File: config.mk
export PLATFORM = sky130hd
export DESIGN_NAME = uart_line_status
export DESIGN_NICKNAME = d
export VERILOG_FILES = /design/src/hw/uart_lsr_pkg.sv /design/src/hw/uart_rx_framer.sv /design/src/hw/uart_line_status.sv
export SDC_FILE = /design/constraint.sdc
export NUM_CORES = 1
export LEC_CHECK = 0
export ABC_AREA = 0
export BUFFER_PORTS_ARGS = -buffer_cell sky130_fd_sc_hd__buf_4
export CORE_ASPECT_RATIO = 1.5
export CORE_MARGIN = 4
export CORE_UTILIZATION = 40
export CTS_CLUSTER_DIAMETER = 50
export DETAILED_ROUTE_END_ITERATION = 7
export SLEW_MARGIN = 20
export SYNTH_ARGS = -nofsm -noshare
export SYNTH_HDL_FRONTEND = slang
export SYNTH_SLANG_ARGS = --single-unit
File: constraint.sdc
create_clock -name i_clk -period 4.8 [get_ports i_clk]
set_clock_uncertainty 0.15 [all_clocks]
set_input_delay 0.96 -clock i_clk [delete_from_list [all_inputs] [get_ports i_clk]]
set_output_delay 0.96 -clock i_clk [all_outputs]
set_load 0.05 [all_outputs]
File: src/hw/uart_lsr_pkg.sv
// Shared constants and types for the serial port line status logic
package uart_lsr_pkg;
  // ==========================================================
  // Register byte offsets
  localparam logic [7:0] OFS_LSR  = 8'h00;
  localparam logic [7:0] OFS_RBR  = 8'h04;
  localparam logic [7:0] OFS_CTRL = 8'h08;
  localparam logic [7:0] OFS_IST  = 8'h0c;
  localparam logic [7:0] OFS_MASK = 8'h10;
  // ==========================================================
  // Line status bit positions
  localparam int LS_RX_FIFO_ERROR_FLAG = 7;
  localparam int LS_TEMT  = 6;
  localparam int LS_TX_DATA_REQUEST_FLAG  = 5;
  localparam int LS_BRK   = 4;
  localparam int LS_FE    = 3;
  localparam int LS_PE    = 2;
  localparam int LS_OE    = 1;
  localparam int LS_DR    = 0;
  // ==========================================================
  // Control register fields
  localparam int CTRL_W   = 11;
  localparam int C_FIFO   = 0;
  localparam int C_RFRST  = 1;
  localparam int C_DMA    = 2;
  localparam int C_TXIE   = 3;
  localparam int C_WLS    = 4;
  localparam int C_STOP2  = 6;
  localparam int C_PAREN  = 7;
  localparam int C_PEVEN  = 8;
  localparam int C_TRIG   = 9;
  localparam logic [CTRL_W-1:0] CTRL_RST = 11'h000;
  localparam logic [CTRL_W-1:0] CTRL_KEEP = 11'h7fd;
  // ==========================================================
  // Interrupt status and mask fields
  localparam int IRQ_W    = 3;
  localparam int I_RXCHAR = 0;
  localparam int I_RXERR  = 1;
  localparam int I_BREAK  = 2;
  localparam logic [IRQ_W-1:0] IMASK_RST = 3'h0;
  // ==========================================================
  // Receive buffer geometry and trigger levels, plus the transmit half-empty level
  localparam int RX_DEPTH = 16;
  localparam int PTR_W    = 4;
  localparam int CNT_W    = 5;
  localparam int ENT_W    = 12;
  localparam int E_BRK    = 8;
  localparam int E_FE     = 9;
  localparam int E_PE     = 10;
  localparam int E_OE     = 11;
  localparam logic [CNT_W-1:0] RX_FULL  = 5'h10;
  localparam logic [CNT_W-1:0] TX_HALF  = 5'h08;
  localparam logic [CNT_W-1:0] TRIG_L0  = 5'h01;
  localparam logic [CNT_W-1:0] TRIG_L1  = 5'h04;
  localparam logic [CNT_W-1:0] TRIG_L2  = 5'h08;
  localparam logic [CNT_W-1:0] TRIG_L3  = 5'h0f;
  // ==========================================================
  // Receiver framing
  localparam logic [2:0] LAST_BASE  = 3'h4;
  localparam logic [3:0] CHAR_BASE  = 4'h6;
  localparam logic [3:0] LOW_SAT    = 4'hf;
  typedef enum logic [2:0] {
    RX_IDLE = 3'b000,
    RX_DATA = 3'b001,
    RX_PAR  = 3'b010,
    RX_STOP = 3'b011,
    RX_HOLD = 3'b100,
    RX_WAIT = 3'b101
  } rx_state_t;
endpackage

File: src/hw/uart_rx_framer.sv
// Serial character receiver with parity, framing and break detection
`timescale 1ns/100ps
module uart_rx_framer
  import uart_lsr_pkg::*;
(
  input  wire logic       i_clk,
  input  wire logic       i_reset_n,
  input  wire logic       i_bit_tick,
  input  wire logic       i_rxd,
  input  wire logic [1:0] i_wls,
  input  wire logic       i_stop2,
  input  wire logic       i_par_en,
  input  wire logic       i_par_even,
  output logic            o_char_valid,
  output logic [7:0]      o_char_data,
  output logic            o_char_brk,
  output logic            o_char_fe,
  output logic            o_char_pe
);
  typedef struct packed {
    rx_state_t  state;
    logic [2:0] idx;
    logic [7:0] sh;
    logic       pbit;
    logic [3:0] low;
    logic       valid;
    logic [7:0] data;
    logic       brk;
    logic       fe;
    logic       pe;
  } rx_reg_t;

  rx_reg_t    r;
  rx_reg_t    n;
  logic [2:0] last_idx;
  logic [3:0] char_bits;
  logic       par_bad;

  assign last_idx  = LAST_BASE + {1'b0, i_wls};
  assign char_bits = CHAR_BASE + {2'b00, i_wls} + {3'b000, i_par_en} + {3'b000, i_stop2};
  assign par_bad   = i_par_en & ((^r.sh) ^ r.pbit ^ ~i_par_even);

  // ==========================================================
  // Next state
  always_comb begin
    n       = r;
    n.valid = 1'b0;
    if (i_bit_tick) begin
      n.low = i_rxd ? 4'h0 : ((r.low == LOW_SAT) ? r.low : r.low + 4'h1);
      case (r.state)
        RX_IDLE: begin
          if (!i_rxd) begin
            n.state = RX_DATA;
            n.idx   = 3'h0;
            n.sh    = 8'h00;
            n.pbit  = 1'b0;
          end
        end
        RX_DATA: begin
          n.sh[r.idx] = i_rxd;
          n.idx       = r.idx + 3'h1;
          if (r.idx == last_idx) begin
            n.state = i_par_en ? RX_PAR : RX_STOP;
          end
        end
        RX_PAR: begin
          n.pbit  = i_rxd;
          n.state = RX_STOP;
        end
        RX_STOP: begin
          // Only the first stop bit is looked at; later stop time is idle
          n.data = r.sh;
          n.brk  = 1'b0;
          n.pe   = par_bad;
          n.fe   = 1'b0;
          if (i_rxd) begin
            n.valid = 1'b1;
            n.state = RX_IDLE;
          end else begin
            n.state = RX_HOLD;
          end
        end
        RX_HOLD: begin
          if (i_rxd) begin
            n.valid = 1'b1;
            n.fe    = 1'b1;
            n.state = RX_IDLE;
          end else if (n.low > char_bits) begin
            n.valid = 1'b1;
            n.data  = 8'h00;
            n.brk   = 1'b1;
            n.fe    = 1'b1;
            n.pe    = 1'b0;
            n.state = RX_WAIT;
          end
        end
        RX_WAIT: begin
          if (i_rxd) begin
            n.state = RX_IDLE;
          end
        end
        default: n.state = RX_IDLE;
      endcase
    end
  end

  always_ff @(posedge i_clk or negedge i_reset_n) begin
    if (!i_reset_n) begin
      r <= '0;
    end else begin
      r <= n;
    end
  end

  assign o_char_valid = r.valid;
  assign o_char_data  = r.data;
  assign o_char_brk   = r.brk;
  assign o_char_fe    = r.fe;
  assign o_char_pe    = r.pe;
endmodule

File: src/hw/uart_line_status.sv
// Line status, receive buffer and request logic of a serial port
// Notes on behaviour
// Buffer error bit reads 1 while error characters are held, else 0 or outside FIFO mode.
// Transmitter-empty bit set only when holding buffer and shifter are both empty.
// Transmit request bit set at half-empty in FIFO mode, fully empty otherwise.
// Transmit interrupt when enable and request set; DMA request instead when enable clear in DMA mode.
// Break flagged when receive line stays low beyond one full character time.
// Reading line status clears break, framing, parity and overrun flags.
// One 0x00 character enters the buffer per break, however long.
// In FIFO mode break, framing and parity describe the head character.
// Framing error when the first bit after data or parity is low.
// Only the first stop bit is checked for framing.
// Parity error when received parity mismatches the odd or even selection.
// Overrun when a character arrives with buffer and shifter full; it is lost.
// Data ready set once a complete character is stored.
// Data ready clears on non-FIFO read, empty buffer, or receive buffer reset.
// Buffer error bit covers parity, framing, overrun and break, cleared once drained.
// In DMA mode buffer error raises error interrupt and blocks receive DMA requests.
// Software reads line status before reading the erroneous character.
// Line status is read-only; clear-on-read acts once per completed read.
`timescale 1ns/100ps
module uart_line_status
  import uart_lsr_pkg::*;
(
  input  wire logic        i_clk,
  input  wire logic        i_reset_n,
  input  wire logic        i_hsel,
  input  wire logic [31:0] i_haddr,
  input  wire logic [1:0]  i_htrans,
  input  wire logic        i_hwrite,
  input  wire logic [2:0]  i_hsize,
  input  wire logic [31:0] i_hwdata,
  input  wire logic        i_hready,
  output logic [31:0]      o_hrdata,
  output logic             o_hreadyout,
  output logic             o_hresp,
  input  wire logic        i_rxd,
  input  wire logic        i_bit_tick,
  input  wire logic [4:0]  i_tx_level,
  input  wire logic        i_tx_shift_busy,
  output logic             o_irq,
  output logic             o_tx_irq,
  output logic             o_tx_dma_req,
  output logic             o_rx_dma_req,
  output logic             o_rx_err_irq
);
  typedef struct packed {
    logic [RX_DEPTH-1:0][ENT_W-1:0] ent;
    logic [PTR_W-1:0]  rd_ptr;
    logic [PTR_W-1:0]  wr_ptr;
    logic [CNT_W-1:0]  count;
    logic              head_seen;
    logic              overrun;
    logic [CTRL_W-1:0] ctrl;
    logic [IRQ_W-1:0]  ist;
    logic [IRQ_W-1:0]  imask;
    logic              ph_wr;
    logic [7:0]        ph_addr;
    logic [31:0]       rdata;
  } lsr_state_t;

  lsr_state_t        s;
  lsr_state_t        n;

  logic              c_valid;
  logic [7:0]        c_data;
  logic              c_brk;
  logic              c_fe;
  logic              c_pe;

  logic              fifo_mode;
  logic              dma_mode;
  logic              tx_ie;
  logic              have_char;
  logic [ENT_W-1:0]  head;
  logic              cap_full;
  logic [RX_DEPTH-1:0] err_vec;
  logic              fifo_err;
  logic              tx_data_request_flag;
  logic              temt;
  logic [CNT_W-1:0]  trig;
  logic [7:0]        lsr;
  logic              take;
  logic              rd_take;
  logic              lsr_rd;
  logic              pop;
  logic              push;
  logic              ovr;
  logic              wr_ctrl;
  logic              flush;
  logic [31:0]       rd_val;
  logic [IRQ_W-1:0]  ev;

  // ==========================================================
  // Character receiver
  uart_rx_framer u_rx (
    .i_clk        (i_clk),
    .i_reset_n    (i_reset_n),
    .i_bit_tick   (i_bit_tick),
    .i_rxd        (i_rxd),
    .i_wls        (s.ctrl[C_WLS+:2]),
    .i_stop2      (s.ctrl[C_STOP2]),
    .i_par_en     (s.ctrl[C_PAREN]),
    .i_par_even   (s.ctrl[C_PEVEN]),
    .o_char_valid (c_valid),
    .o_char_data  (c_data),
    .o_char_brk   (c_brk),
    .o_char_fe    (c_fe),
    .o_char_pe    (c_pe)
  );

  // ==========================================================
  // Status terms
  assign fifo_mode = s.ctrl[C_FIFO];
  assign dma_mode  = s.ctrl[C_DMA];
  assign tx_ie     = s.ctrl[C_TXIE];
  assign have_char = s.count != '0;
  assign head      = s.ent[s.rd_ptr];
  // Outside FIFO mode the buffer behaves as a single holding slot
  assign cap_full  = fifo_mode ? (s.count == RX_FULL) : have_char;

  // Any held entry that carries an error
  for (genvar g = 0; g < RX_DEPTH; g++) begin : g_err
    logic [PTR_W-1:0] off;
    assign off        = PTR_W'(g) - s.rd_ptr;
    assign err_vec[g] = ({1'b0, off} < s.count) & (|s.ent[g][E_OE:E_BRK]);
  end

  assign fifo_err = fifo_mode & (|err_vec);
  assign tx_data_request_flag     = fifo_mode ? (i_tx_level <= TX_HALF) : (i_tx_level == '0);
  assign temt     = (i_tx_level == '0) & ~i_tx_shift_busy;

  always_comb begin
    case (s.ctrl[C_TRIG+:2])
      2'h0:    trig = TRIG_L0;
      2'h1:    trig = TRIG_L1;
      2'h2:    trig = TRIG_L2;
      default: trig = TRIG_L3;
    endcase
  end

  // Head flags stay visible until a status read or until the head leaves
  always_comb begin
    lsr           = 8'h00;
    lsr[LS_RX_FIFO_ERROR_FLAG] = fifo_err;
    lsr[LS_TEMT]  = temt;
    lsr[LS_TX_DATA_REQUEST_FLAG]  = tx_data_request_flag;
    if (have_char && !s.head_seen) begin
      lsr[LS_BRK] = head[E_BRK];
      lsr[LS_FE]  = head[E_FE];
      lsr[LS_PE]  = head[E_PE];
    end
    lsr[LS_OE]    = s.overrun;
    lsr[LS_DR]    = have_char;
  end

  // ==========================================================
  // Bus decode
  assign take    = i_hsel & i_htrans[1] & i_hready;
  assign rd_take = take & ~i_hwrite;
  // Zero wait states: the read side effect lands with the address phase
  assign lsr_rd  = rd_take & (i_haddr[7:0] == OFS_LSR);
  assign pop     = rd_take & (i_haddr[7:0] == OFS_RBR) & have_char;
  assign push    = c_valid & ~cap_full;
  assign ovr     = c_valid & cap_full;
  assign wr_ctrl = s.ph_wr & (s.ph_addr == OFS_CTRL);
  // Changing the buffer mode also empties the buffer
  assign flush   = wr_ctrl & (i_hwdata[C_RFRST] | (i_hwdata[C_FIFO] != fifo_mode));
  assign ev      = {c_valid & c_brk, ovr | (push & (c_fe | c_pe | c_brk)), push};

  always_comb begin
    rd_val = 32'h0000_0000;
    if (i_haddr[7:0] == OFS_LSR) begin
      rd_val[7:0] = lsr;
    end else if (i_haddr[7:0] == OFS_RBR) begin
      rd_val[7:0] = have_char ? head[7:0] : 8'h00;
    end else if (i_haddr[7:0] == OFS_CTRL) begin
      rd_val[CTRL_W-1:0] = s.ctrl;
    end else if (i_haddr[7:0] == OFS_IST) begin
      rd_val[IRQ_W-1:0] = s.ist;
    end else if (i_haddr[7:0] == OFS_MASK) begin
      rd_val[IRQ_W-1:0] = s.imask;
    end
  end

  // ==========================================================
  // Next state
  always_comb begin
    n       = s;
    n.ph_wr = take & i_hwrite;
    if (take) begin
      n.ph_addr = i_haddr[7:0];
    end
    if (rd_take) begin
      n.rdata = rd_val;
    end

    if (lsr_rd) begin
      n.overrun   = 1'b0;
      n.head_seen = have_char;
    end
    if (pop) begin
      n.rd_ptr    = s.rd_ptr + PTR_W'(1);
      n.head_seen = 1'b0;
    end
    if (push) begin
      n.ent[s.wr_ptr] = {1'b0, c_pe, c_fe, c_brk, c_data};
      n.wr_ptr        = s.wr_ptr + PTR_W'(1);
    end
    if (ovr) begin
      // New data is dropped; the newest held character carries the mark
      n.overrun                        = 1'b1;
      n.ent[s.wr_ptr - PTR_W'(1)][E_OE] = 1'b1;
    end
    n.count = s.count + {4'h0, push} - {4'h0, pop};

    if (flush) begin
      n.rd_ptr = '0;
      n.wr_ptr = '0;
      n.count  = '0;
    end
    if (n.count == '0) begin
      n.head_seen = 1'b0;
    end

    // Sticky events: a new event wins over a clear in the same cycle
    n.ist = s.ist;
    if (s.ph_wr && s.ph_addr == OFS_IST) begin
      n.ist = s.ist & ~i_hwdata[IRQ_W-1:0];
    end
    n.ist = n.ist | ev;
    if (wr_ctrl) begin
      n.ctrl = i_hwdata[CTRL_W-1:0] & CTRL_KEEP;
    end
    if (s.ph_wr && s.ph_addr == OFS_MASK) begin
      n.imask = i_hwdata[IRQ_W-1:0];
    end
  end

  always_ff @(posedge i_clk or negedge i_reset_n) begin
    if (!i_reset_n) begin
      s       <= '0;
      s.ctrl  <= CTRL_RST;
      s.imask <= IMASK_RST;
    end else begin
      s <= n;
    end
  end

  // ==========================================================
  // Outputs
  assign o_hrdata     = s.rdata;
  assign o_hreadyout  = 1'b1;
  assign o_hresp      = 1'b0;
  assign o_irq        = |(s.ist & s.imask);
  assign o_tx_irq     = tx_ie & tx_data_request_flag;
  assign o_tx_dma_req = dma_mode & ~tx_ie & tx_data_request_flag;
  assign o_rx_dma_req = dma_mode & (s.count >= trig) & ~fifo_err;
  assign o_rx_err_irq = dma_mode & fifo_err;
endmodule

======== Word level (Yosys, flattened, before mapping) ========
Cells that the tools add are included.
storage, ports and cells
  output and inout bits ................... 39
  logic and storage cells ................. 266
  register bits ........................... 274
  bits of input ports ..................... 82
cells by class
  reduce and logical (&&, ||, !) cells .... 44
  mux-type cells .......................... 53
  equal/unequal tests ..................... 24
  order comparisons ....................... 26
  bitwise logic cells ..................... 55
  $add $sub $neg .......................... 27
operators with widths
  operator               number
  $mux W192              2
  $bwmux W192            1
  $or A192 B192 Y192     1
  $demux W12 S4          2
  $lt A4 B5 Y1           16
  $reduce_or A4 Y1       16
  $bmux W12 S4           1
  $mux W12               4
  $and A1 B1 Y1          38
  $mux W3                12
  $eq A8 B4 Y1 const B   4
  $mux W8                4
  $sub A4 B4 Y4 const A  8
  $pmux W12 S2           1
  $pmux W11 S2           1
  $pmux W3 S6            1
  $eq A8 B5 Y1 const B   2
  $mux W4                4
  $reduce_or A16 Y1      1
  $sub A3 B4 Y4 const A  4
  $lt A4 B5 Y1 const B   3
  $mux W15               1
  $mux W13               1
  $add A4 B1 Y4 const B  3
  56 further kinds       98

======== Depth between registers and ports, before layout ========
  depth after elaboration ................. 9
  depth in mapped cells ................... 19
  depth with buffers taken out ............ 17

======== Cells and area by module ========
From an unflattened synthesis, not the netlist that was laid out.
second synthesis, totals
  cells, all modules ...................... 1213
  area total of the unflattened synthesis .. 14766.7 um^2
by module, submodules not included
  module            sequential area each (um^2)  area each (um^2)  instances  cells each
  uart_line_status  6080.8                       12922.4           1          1020
  uart_rx_framer    775.7                        1844.3            1          193

======== Least setup slack after synthesis ========
OpenSTA, ideal clock, no wires.
  path kind ............................... register to output
  from .................................... reg s[70] in the netlist's numbering
  to ...................................... out o_rx_dma_req
  cell stages (with the launch flop) ...... 15
  buffers on the path ..................... 3
  path slack .............................. -0.595 ns
  arrival ................................. 4.285 ns
  cell sequence ........................... dfrtp_1 -> buf_2 -> buf_1 -> buf_2 -> inv_1 -> ha_1 -> a21oi_1 -> xnor2_1 -> inv_1 -> ha_1 -> nor3_1 -> or4_4 -> nor4b_2 -> nand4_1 -> o21ai_0
on the way
  longest elaborated chain between the ends .. 7
  elaborated cells between the ends (all ways) .. 52
RTL lines
  element                                RTL line                 text
  from (decl)                            uart_line_status.sv:62   lsr_state_t s;
  from (signal assigned)                 uart_line_status.sv:246  s <= n;
  $sub A1 B4 Y4 (tied with other cells)  uart_line_status.sv:125  assign off = PTR_W'(g) - s.rd_ptr;
  $lt A4 B5 Y1                           uart_line_status.sv:126  assign err_vec[g] = ({1'b0, off} < s.count) & (|s.ent[g][E_OE:E_BRK]);
  $and A1 B1 Y1                          uart_line_status.sv:126
  $reduce_or A16 Y1 *                    uart_line_status.sv:129  assign fifo_err = fifo_mode & (|err_vec);
  $and A1 B1 Y1 *                        uart_line_status.sv:129
  $not A1 Y1 *                           uart_line_status.sv:258  assign o_rx_dma_req = dma_mode & (s.count >= trig) & ~fifo_err;
  $and A1 B1 Y1 *                        uart_line_status.sv:258
  to (decl)                              uart_line_status.sv:44   output logic o_rx_dma_req,
Mark *: on every way between the ends. The rest lies on a longest branch, timed or not.

======== Worst setup path in the final report ========
  from .................................... reg s[71] in the netlist's numbering
  to ...................................... out o_rx_err_irq
on the way
  longest elaborated chain between the ends .. 6
  elaborated cells between the ends (all ways) .. 51
RTL lines
  element                                RTL line                 text
  $sub A1 B4 Y4 (tied with other cells)  uart_line_status.sv:125
  $lt A4 B5 Y1                           uart_line_status.sv:126
  $and A1 B1 Y1                          uart_line_status.sv:126
  $reduce_or A16 Y1 *                    uart_line_status.sv:129
  $and A1 B1 Y1 *                        uart_line_status.sv:129
  $and A1 B1 Y1 *                        uart_line_status.sv:259  assign o_rx_err_irq = dma_mode & fifo_err;
  to (decl)                              uart_line_status.sv:45   output logic o_rx_err_irq
Marks and branches as above.

==> results.toml <==
[critical_path]
crit_type = "reg2out"
slowest_delay_ps = 540
crit_arrival_ps = 3650
end_kind = "primary output"
startpoint_type = "flip-flop"
crit_required_ps = 3690
crit_family = "simple AND/OR/NAND/NOR gates"
slowest_stage = "or4_4"
crit_fanout = 4
crit_buf_inv = 3
path_cells = "inv_2 -> ha_4 -> a21oi_4 -> xnor2_2 -> inv_1 -> ha_1 -> nor3_1 -> or4_4 -> nor4b_4 -> nand4_1 -> o311a_1 -> buf_6"

[clock_network]
tritoncts = "done"
clkTransAtPathRegs_ps = 70
htree_levels = 1
clk_path_buf_depth = 3
cts_buffers = 28
cts-root-buf = "clkbuf_16"
cts_num_sinks = 274
cts_hold_buf = 0
clk_latency_ps = 560

[sta]
worst_pin_slew_ps = 798
holdWs_ps = 275
period_share = 0.992
relSlewSlack = 0.466
hold_viol_final = 0
min_period_ps = 4760
setup_viol = 0
grt_setup_unrepaired = "yes"
setup_tns_ps = 0
clock.fmax_ghz = 0.210
maxSlewViolCount = 0

[synth]
async_reset_ff_frac = 1.00
synth.area.top_cells = "dfrtp_1 48%, mux4_2 8.4%, o21ai_0 6.9%, ha_1 5.4%, nand2_1 5.2%"
ys_seq_area_frac = 0.482
yosys.area_share.simple = 0.130
synth_area_per_cell_um2 = 10.5
synth_compound_area_frac = 0.127
yosysMostFrequentCell = "dfrtp_1"
syn_area_um2 = 14200
synthCells = 1357
synth_xor_area_frac = 0.0209
ys.flop_type = "dfrtp_1"
synth_cell_types = 73
synth_warnings = 0
synth-seq-cells = 274
synth_fa_ha_area_frac = 0.0580
synthMuxAreaShare = 0.124
synthTopCellsByCount = "274 x dfrtp_1, 196 x nand2_1, 196 x o21ai_0"
yosys.area.top_type = "dfrtp_1"
synth_top_area_frac = 0.482
synth_top_family_by_area = "simple AND/OR/NAND/NOR gates"
synth_edf_count = 0

[pwr]
leakage_uw = 0.00721
vdd_drop_max_uv = 238
power_density_nw_per_um2 = 476
power_uw = 7690

[place]
dpl.hpwl_mm = 25.9
place.gp.congestion = 0.819
port_buffers = 48

[global_route]
antenna_found_initial = 0
grtUsageTotal = 0.189
globalRouteOverflowTotal = 0
grt_pass1_vias = 10296
grt_max_degree = 92
grt_pass1_wl_mm = 57.9

[floorplan]
num_io_pins = 121
die_area_um2 = 38700
initial_core_util = 0.406
die_y_um = 239
core_area_um2 = 35100
die_x_um = 162
rows = 84

[layout]
area.growth.synth_to_final_pct = 13.5
diodes = 0
layout.nets = 1521
final_layout_size_suffix_gt1_frac = 0.178
utilization = 0.460
fillers = 3303

[routing]
first_pass_iters = 5
antenna_left = 0
drt-total-wl_mm = 36.5
first_iter_violations = 650
vias = 10155
drc = 0
wire_per_inst_um = 19.5
via_per_inst = 5.43

[min_path]
hold_path_class = "in2async"

[outcome]
outcome = "complete, no violations"

[run]
maxCapViolations = 0
-- flip-flops by register name, summed over array words and instances (netlist names), 8 cells and up --
| name | flops |
|---|---|
| u_rx.o_char_data | 8 |
| u_rx.r | 19 |
| s | 229 |
| o_hrdata | 11 |
-- per-stage QoR --
| step | setup WS, ps | instances | instance area, µm² |
|---|---|---|---|
| after global placement | 346 | 1812 | 14900 |
| after detailed placement | 359 | 1812 | 14900 |
| final | 40.7 | 1869 | 16200 |
| after global routing | -55.5 | 1869 | 16200 |
| after CTS | 20.3 | 1864 | 16000 |
| after floorplan | 54.1 | 1378 | 14300 |
-- layer usage --
layer	vias to the layer above	track usage	wire, µm
li1	4791	-	-
met1	5078	0.230	14400
met2	211	0.345	19500
met3	75	0.0183	1290
met4	0	0.0746	1380
met5	-	0	0
-- cell families after synthesis --
logic type,Yosys count
AOI/OAI and AO/OA,311
DFF,274
and+or+nand+nor,389
buffers and inverters,179
other,2
muxes,103
adders and majority gates,65
xor gates and xnor gates,34
-- final timing paths --
kind	start	end	slack, ps	depth (start not counted)
max in group asynchronous	i_reset_n	s[246]	3200	2
setup reg to reg	s[62]	s[59]	870	17
hold / removal	i_reset_n	s[173]	270	1
setup / recovery	s[71]	o_rx_err_irq	40	12
hold reg to reg	s[128]	s[128]	330	2
min in group i_clk	s[128]	s[128]	330	2
-- area by class of cell --
type,instances,area [µm²],share of cell area
clock buffers,40,847,0.0524
clock inverters,11,180,0.0112
inverters,59,224,0.0139
multi-input cells,925,6700,0.415
flip-flops and latches,274,6860,0.425
well taps,473,592,0.0366
repair buffers,87,751,0.0465
-- layout by cell type, fill, tap and decap left out, drive strengths merged, types with 20 or more instances in the layout --
| cell | n |
|---|---|
| nand2 | 196 |
| a21oi | 27 |
| conb | 23 |
| dfrtp | 274 |
| buf | 85 |
| ha | 62 |
| nand3 | 49 |
| mux4 | 54 |
| o21ai | 197 |
| xnor2 | 26 |
| inv | 58 |
| a22o | 20 |
| mux2 | 39 |
| nor2 | 43 |
| clkbuf | 42 |
| nor2b | 20 |
-- power by group --
group / switching (µW) / leakage [µW] / total [µW] / internal (µW)
Sequential: 336 / 0.00369 / 3000 / 2660
Clock: 950 / 0.000502 / 2400 / 1450
Combinational: 1370 / 0.00302 / 2290 / 923
-- timing repair --
item                       4_1_cts  5_1_grt
pin swaps                        4        7
buffers inserted                 1        4
setup endpoints to repair        2        2
gates resized for setup          8       20
cloned                           0        1
(Power assumes the default switching activity.)
